==> config.mk <==
export PLATFORM = sky130hd
export DESIGN_NAME = return_rotate_subtract_exec
export DESIGN_NICKNAME = d
export VERILOG_FILES = /design/src/hdl/exec_pkg.sv /design/src/hdl/return_rotate_subtract_exec.sv /design/src/hdl/return_stack.sv
export VERILOG_INCLUDE_DIRS = /design/src /design/src/hdl
export SDC_FILE = /design/constraint.sdc
export NUM_CORES = 1
export LEC_CHECK = 0
export BUFFER_PORTS_ARGS = -buffer_cell sky130_fd_sc_hd__buf_2
export CAP_MARGIN = 40
export CORE_MARGIN = 1
export CORE_UTILIZATION = 55
export CTS_BUF_LIST = sky130_fd_sc_hd__clkbuf_4 sky130_fd_sc_hd__clkbuf_8
export DETAILED_ROUTE_END_ITERATION = 10
export PLACE_DENSITY = 0.77
export SYNTH_ARGS = -nofsm -noshare
export SYNTH_HDL_FRONTEND = slang
export SYNTH_SLANG_ARGS = --single-unit
==> constraint.sdc <==
create_clock -name clk_sys -period 2.95 [get_ports clk_sys]
set_input_delay 0.59 -clock clk_sys [delete_from_list [all_inputs] [get_ports clk_sys]]
set_output_delay 0.59 -clock clk_sys [all_outputs]
set_load 0.02 [all_outputs]
==> src/hdl/exec_params.svh <==
/*
 * timing counts and field positions for the return/rotate/subtract execution block.
 * assumes inclusion by bare name from design files.
 */
`ifndef EXEC_PARAMS_SVH
`define EXEC_PARAMS_SVH
`define RET_CYCLES 2'd2
`define FLAG_CARRY 0
`define FLAG_HALF 1
`define FLAG_ZERO 2
`define DEST_WORK 1'b0
`define DEST_FILE 1'b1
`define STACK_DEPTH 8
`define STACK_PTR_W 4
`define PC_W 11
`define WORK_RESET 8'h00
`define FLAGS_RESET 3'h0
`endif

==> src/hdl/exec_pkg.sv <==
/*
 * types shared by the execution block.
 * assumes nothing beyond a systemverilog compiler.
 */
package exec_pkg;
    typedef enum logic [2:0] {
        OP_NONE = 3'h0,
        OP_SUBROUTINE_RETURN = 3'h1,
        OP_ROTATE_RIGHT = 3'h2,
        OP_REG_SBC = 3'h3,
        OP_IMM_SBC = 3'h4
    } op_t;
    typedef enum logic [1:0] {
        ST_IDLE = 2'b00,
        ST_RET2 = 2'b01
    } state_t;
endpackage

==> src/hdl/return_rotate_subtract_exec.sv <==
/*
 * executes subroutine return, rotate right through carry and both subtract-with-borrow forms.
 * assumes decoded op, operands and file read data arrive on clk_sys, stable while busy is high.
 */
`include "exec_params.svh"
`timescale 1ns/100ps
`default_nettype none
// Overview of operation
// - return loads pc from stack top, pops once, flags kept, two cycles
// - rotate right: old carry to bit7, bits7..1 down, bit0 to carry
// - rotate and register subtract: dest 0 working register, 1 file register
// - register subtract: file + ~working + carry, flags z dc c, one cycle
// - immediate subtract: imm + ~working + carry into working register, one cycle
module return_rotate_subtract_exec (
    input wire logic clk_sys,
    input wire logic rstn,
    input wire logic start,
    input wire exec_pkg::op_t op,
    input wire logic dest_bit,
    input wire logic [7:0] file_rdata,
    input wire logic [7:0] imm,
    input wire logic call_push,
    input wire logic [`PC_W-1:0] call_addr,
    output logic busy,
    output logic done,
    output logic [7:0] working_register,
    output logic file_we,
    output logic [7:0] file_wdata,
    output logic [`PC_W-1:0] pc,
    output logic pc_load,
    output logic carry_flag,
    output logic half_carry_flag,
    output logic zero_flag,
    output logic [`STACK_PTR_W-1:0] stack_level
);
    // sequencing
    exec_pkg::state_t state_r;
    exec_pkg::state_t state_nxt;
    logic done_r;
    logic done_nxt;
    logic pcl_r;
    logic pcl_nxt;
    // working register and file write-back
    logic [7:0] work_r;
    logic [7:0] work_nxt;
    logic [7:0] fwd_r;
    logic [7:0] fwd_nxt;
    logic fwe_r;
    logic fwe_nxt;
    // status flags, one bit at each flag position
    logic [2:0] flags_r;
    logic [2:0] flags_nxt;
    // call stack interface
    logic [`PC_W-1:0] top_addr;
    logic pop;
    // decode
    logic take;
    logic is_ret;
    logic is_rot;
    logic is_rsbc;
    logic is_isbc;
    logic is_sbc;
    logic writes_dest;
    logic to_file;
    // datapath
    logic carry_in;
    logic [7:0] src;
    logic [7:0] inv_work;
    logic [8:0] sum;
    logic [4:0] low;
    logic [7:0] rot_res;
    logic [7:0] res;
    logic zero_res;

    // a start offered while busy is dropped with no indication
    assign take = start && state_r == exec_pkg::ST_IDLE;
    assign is_ret = op == exec_pkg::OP_SUBROUTINE_RETURN;
    assign is_rot = op == exec_pkg::OP_ROTATE_RIGHT;
    assign is_rsbc = op == exec_pkg::OP_REG_SBC;
    assign is_isbc = op == exec_pkg::OP_IMM_SBC;
    assign is_sbc = is_rsbc || is_isbc;
    assign writes_dest = is_rot || is_rsbc;
    assign to_file = writes_dest && dest_bit == `DEST_FILE;
    assign pop = take && is_ret;
    assign carry_in = flags_r[`FLAG_CARRY];

    return_stack return_stack_inst (
        .clk_sys(clk_sys),
        .rstn(rstn),
        .push(call_push),
        .push_addr(call_addr),
        .pop(pop),
        .top_addr(top_addr),
        .level(stack_level)
    );

    // datapath shared by all arithmetic ops
    always_comb begin
        src = is_isbc ? imm : file_rdata;
        inv_work = ~work_r;
        sum = {1'b0, src} + {1'b0, inv_work} + {8'h00, carry_in};
        // low nibble summed apart so its carry-out needs no extra tap
        low = {1'b0, src[3:0]} + {1'b0, inv_work[3:0]} + {4'h0, carry_in};
        rot_res = {carry_in, file_rdata[7:1]};
        res = is_rot ? rot_res : sum[7:0];
        zero_res = sum[7:0] == 8'h00;
    end

    always_comb begin
        state_nxt = state_r;
        case (state_r)
            exec_pkg::ST_IDLE: begin
                if (pop) begin
                    state_nxt = exec_pkg::ST_RET2;
                end
            end
            exec_pkg::ST_RET2: begin
                state_nxt = exec_pkg::ST_IDLE;
            end
            default: begin
                state_nxt = exec_pkg::ST_IDLE;
            end
        endcase
    end

    always_ff @(posedge clk_sys or negedge rstn) begin
        if (!rstn) begin
            state_r <= exec_pkg::ST_IDLE;
        end else begin
            state_r <= state_nxt;
        end
    end

    always_comb begin
        done_nxt = 1'b0;
        pcl_nxt = 1'b0;
        if (take && (is_rot || is_sbc)) begin
            done_nxt = 1'b1;
        end
        // the second return cycle loads pc and reports completion
        if (state_r == exec_pkg::ST_RET2) begin
            done_nxt = 1'b1;
            pcl_nxt = 1'b1;
        end
    end

    always_ff @(posedge clk_sys or negedge rstn) begin
        if (!rstn) begin
            done_r <= 1'b0;
            pcl_r <= 1'b0;
        end else begin
            done_r <= done_nxt;
            pcl_r <= pcl_nxt;
        end
    end

    always_comb begin
        work_nxt = work_r;
        fwd_nxt = fwd_r;
        fwe_nxt = 1'b0;
        if (take && writes_dest) begin
            if (to_file) begin
                fwd_nxt = res;
                fwe_nxt = 1'b1;
            end else begin
                work_nxt = res;
            end
        end else if (take && is_isbc) begin
            work_nxt = res;
        end
    end

    always_ff @(posedge clk_sys or negedge rstn) begin
        if (!rstn) begin
            work_r <= `WORK_RESET;
            fwd_r <= `WORK_RESET;
            fwe_r <= 1'b0;
        end else begin
            work_r <= work_nxt;
            fwd_r <= fwd_nxt;
            fwe_r <= fwe_nxt;
        end
    end

    always_comb begin
        flags_nxt = flags_r;
        if (take && is_sbc) begin
            flags_nxt[`FLAG_CARRY] = sum[8];
            flags_nxt[`FLAG_HALF] = low[4];
            flags_nxt[`FLAG_ZERO] = zero_res;
        end else if (take && is_rot) begin
            flags_nxt[`FLAG_CARRY] = file_rdata[0];
        end
    end

    always_ff @(posedge clk_sys or negedge rstn) begin
        if (!rstn) begin
            flags_r <= `FLAGS_RESET;
        end else begin
            flags_r <= flags_nxt;
        end
    end

    assign busy = state_r != exec_pkg::ST_IDLE;
    assign done = done_r;
    assign pc_load = pcl_r;
    assign pc = top_addr;
    assign working_register = work_r;
    assign file_we = fwe_r;
    assign file_wdata = fwd_r;
    assign carry_flag = flags_r[`FLAG_CARRY];
    assign half_carry_flag = flags_r[`FLAG_HALF];
    assign zero_flag = flags_r[`FLAG_ZERO];
endmodule
`default_nettype wire

==> src/hdl/return_stack.sv <==
/*
 * call stack storage; read data registered.
 * assumes push and pop never in the same cycle.
 */
`include "exec_params.svh"
`timescale 1ns/100ps
`default_nettype none
module return_stack (
    input wire logic clk_sys,
    input wire logic rstn,
    input wire logic push,
    input wire logic [`PC_W-1:0] push_addr,
    input wire logic pop,
    output logic [`PC_W-1:0] top_addr,
    output logic [`STACK_PTR_W-1:0] level
);
    logic [`PC_W-1:0] mem [0:`STACK_DEPTH-1];
    logic [`STACK_PTR_W-1:0] level_r;
    logic [`PC_W-1:0] top_r;
    logic [2:0] wr_idx;
    logic [2:0] rd_idx;

    assign wr_idx = level_r[2:0];
    assign rd_idx = level_r[2:0] - 3'h1;
    assign level = level_r;
    assign top_addr = top_r;

    always_ff @(posedge clk_sys) begin
        if (push && level_r < `STACK_PTR_W'(`STACK_DEPTH)) begin
            mem[wr_idx] <= push_addr;
        end
    end

    // underflow holds at zero rather than wrapping
    always_ff @(posedge clk_sys or negedge rstn) begin
        if (!rstn) begin
            level_r <= '0;
        end else if (push && level_r < `STACK_PTR_W'(`STACK_DEPTH)) begin
            level_r <= level_r + `STACK_PTR_W'(1);
        end else if (pop && level_r != '0) begin
            level_r <= level_r - `STACK_PTR_W'(1);
        end
    end

    always_ff @(posedge clk_sys or negedge rstn) begin
        if (!rstn) begin
            top_r <= '0;
        end else if (pop && level_r != '0) begin
            top_r <= mem[rd_idx];
        end
    end
endmodule
`default_nettype wire

==> metrics.md <==
| Metric | Value |
|---|---|
| Outcome | `finished, violations left` |
| Failing checks | `setup timing` |
| IR drop worst, VDD | `528.3 µV` |
| Power Density | `978.6 nW/µm²` |
| Antenna Nets Post-Route | `0` |
| FMAX | `0.3368 GHz` |
| Total power | `0.006458 W` |
| Design Area, Final | `6599 µm²` |
| HP Class | `input port to asynchronous set/reset pin` |
| Residual DRC | `0` |
| Synthesized flop and latch total | `126` |
| Critical Path AT | `3.29 ns` |
| Via count | `3,397` |
| CORE AREA | `9415 µm²` |
| Synth Flop Type | `edfxtp_1` |
| Area contributors post-synth | `edfxtp_1, dfrtp_1, mux4_2, mux2i_1, o21ai_0` |
| RSZ-0062 raised after global routing | `yes` |
| CP Buf/Inv Count | `1` |
| Placer congestion estimate | `0.8176` |
| Antenna cell count | `0` |
| Die H | `101.6 µm` |
| Max-slew headroom | `56.73%` |
| Max-slew violations | `0` |
| Initial antenna violation count | `0` |
| Clock network power share | `21.2%` |
| Post-synth top area share | `48.45%` |
| Worst Path Required | `3.28 ns` |
| Mapped Avg Cell Area | `15.32 µm²` |
| Sequential area share after synthesis | `65.89%` |
| CP Class | `input port to flop` |
| Row cnt | `35` |
| First DRT Iteration DRCs | `209` |
| Clock transition at the registers of the reported paths | `0.08 ns` |
| Leakage | `2.695 nW` |
| CTS tree | `yes` |
| Synth area leader | `edfxtp_1` |
| Yosys cell types | `44` |
| Post-DR wirelength/cell | `18.13 µm` |
| Initial core utilization | `57.93%` |
| GRT Resource Usage Total | `23.59%` |
| Cells after Synth | `356` |
| Largest net degree at the start of global routing | `25` |
| CTS Sinks | `126` |
| Slew @ Worst Pin | `0.6483 ns` |
| Fin util | `70.09%` |
| Placed cell count | `577` |
| Internal power | `0.004112 W` |
| Final worst path period share | `100.6%` |
| Startpoint Class | `input port` |
| Post-Route WL | `11.08 mm` |
| Fin crit period | `2.969 ns` |
| # setup viols final | `1` |
| Area growth syn-to-layout | `20.99%` |
| Crit Path Max Fanout | `2` |
| Max stage delay on crit path | `0.54 ns` |
| H-tree depth | `4` |
| Post-synthesis cell area | `5454 µm²` |
| PnR worst setup slack | `-0.01887 ns` |
| Placed Area | `6190 µm²` |
| # hold bufs at CTS | `0` |
| First-pass GRT wire length | `17.41 mm` |
| Net Sw Frac | `36.32%` |
| Critical Path Sink Type | `flop` |
| Sequential fraction of design power | `36.4%` |
| Synth warnings | `0` |
| Syn nets | `404` |
| Fin Setup TNS | `-0.01887 ns` |
| Logic pwr share | `42.3%` |
| Post-synth top cells | `edfxtp_1, dfrtp_1, nand2_1` |
| Critical path's most frequent cell | `fa_2` |
| Net Sw Power | `0.002346 W` |
| CTS max path bufs | `2` |
| Asr flop ratio synth | `30.16%` |
| Vias per Instance | `5.560` |
| Vias in the first global route | `3,426` |
| CTS Root Cell | `clkbuf_8` |
| Final Skew | `0.01221 ns` |
| Max Cap Violations | `0` |
| Post-DP HPWL | `7.534 mm` |
| Critical path, cell by cell | `buf_8 > nor3b_4 > mux2_4 > fa_2 > fa_2 > a21o_1 > a221oi_2 > xnor2_1 > or4_4 > o31ai_2` |
| Gr ovfl total | `0` |
| Final std cells w/o fill | `611` |
| Post-synth EDFFs | `88` |
| Critical path's top delay family | `simple AND/OR/NAND/NOR gates` |
| Die Wd | `101.6 µm` |
| Filler cell count | `641` |
| I/O Buffers | `72` |
| DR pass1 iterations | `4` |
| Nets | `517` |
| # IOs | `73` |
| Slowest-stage cell, CP | `or4_4` |
| Final Hold Fails | `0` |
| Layout cell share with drive strength beyond 1 | `37.14%` |
| Clk_lat worst skew | `0.42 ns` |
| Num CTS Buffers | `17` |
| Die ar. | `10,320 µm²` |
| Most frequent cell after synthesis | `edfxtp_1` |
cell type report:
type | count | area, µm² | share of cell area (%)
Sequential cell | 126 | 3593 | 54.46
Multi-Input combinational cell | 201 | 1764 | 26.73
Timing Repair Buffer | 107 | 651.9 | 9.879
Clock buffer | 17 | 234.0 | 3.546
Clock inverter | 15 | 133.9 | 2.029
Inverter | 16 | 60.06 | 0.9101
Tap cell | 129 | 161.4 | 2.446
repair_timing:
| item | in CTS | in global routing |
|---|---|---|
| buffers inserted | 2 | 0 |
| gates resized for setup | 1 | 5 |
| setup endpoints to repair | 1 | 3 |
| pin swaps | 4 | 2 |
sequential cells by signal, summed over array words and instances, names as in the netlist:
name and cells:
done 1, file_wdata 8, file_we 1, flags_r 3, pc_load 1, return_stack_inst.level 4, return_stack_inst.mem 88, return_stack_inst.top_addr 11
state_r 1, working_register 8
placed cells by master, fill, tap and decap left out, drive strengths merged, types with 8 or more instances in the layout:
| master | n |
|---|---|
| mux4 | 22 |
| mux2i | 19 |
| mux2 | 9 |
| a21o | 8 |
| buf | 107 |
| nor2 | 12 |
| nand2 | 34 |
| o21ai | 34 |
| ha | 10 |
| edfxtp | 88 |
| dfrtp | 38 |
| clkbuf | 17 |
| inv | 22 |
through the flow:
| stage | hold WS, ns | worst slack [ns] |
|---|---|---|
| global route | 0.09173 | -0.07721 |
| global placement | 0.4007 | -0.4333 |
| finish | 0.09139 | -0.01887 |
| floorplan | 0.2944 | -0.4496 |
| detailed placement | 0.4180 | -0.4596 |
| CTS | 0.06923 | 0.004164 |
per-layer routing:
| layer | part of all wire, % | up-vias | global-route usage (%) | wire, µm |
|---|---|---|---|---|
| met5 | 0 | - | 0 | 0 |
| met4 | 1.2 | 0 | 8.584 | 129 |
| met3 | 6.1 | 15 | 6.142 | 680 |
| met2 | 50 | 126 | 39.60 | 5555 |
| met1 | 43 | 1677 | 29.73 | 4712 |
| li1 | - | 1579 | - | - |
final timing paths:
path	startpoint	endpoint	slack, ns	cells after the start
setup / recovery	op[0]	flags_r[2]$_DFFE_PN0P_	-0.02	10
hold reg to reg	state_r[0]$_DFFE_PN0P_	pc_load$_DFF_PN0_	0.43	0
hold / removal	rstn	return_stack_inst.top_addr[5]$_DFFE_PN0P_	0.09	1
min in group clk_sys	call_push	return_stack_inst.level[3]$_DFFE_PN0P_	0.41	3
max in group asynchronous	rstn	done$_DFF_PN0_	2.37	2
setup reg to reg	flags_r[0]$_DFFE_PN0P_	flags_r[2]$_DFFE_PN0P_	0.31	7
kinds of logic (layout without fill, tap and decap cells):
kind of cell	Yosys count	count (layout)	synth area share, %
flops	126	126	65.89
fa+ha+maj	13	13	3.395
buf+inv	29	155	2.111
simple gates	73	73	6.585
compound gates	58	58	6.469
mux	50	50	14.43
xor+xnor	7	7	1.124
worst reg2reg max path, delay by kind of cell (launching register included):
| kind | cells | cell delay (ns) |
|---|---|---|
| xor+xnor | 1 | 0.14 |
| simple gates | 1 | 0.54 |
| compound gates | 3 | 0.65 |
| flops | 1 | 0.46 |
| fa+ha+maj | 2 | 0.77 |
power by group through the flow:
stage	logic (W)	clock network, W	registers, W
finish	0.00273	0.00137	0.00235
global route	0.00300	0.00148	0.00239
CTS	0.00276	0.00140	0.00235
detailed placement	0.00270	0	0.00239
global placement	0.00264	0	0.00237
floorplan	0.00159	0	0.00260
Power figures use the tool's default switching activity.
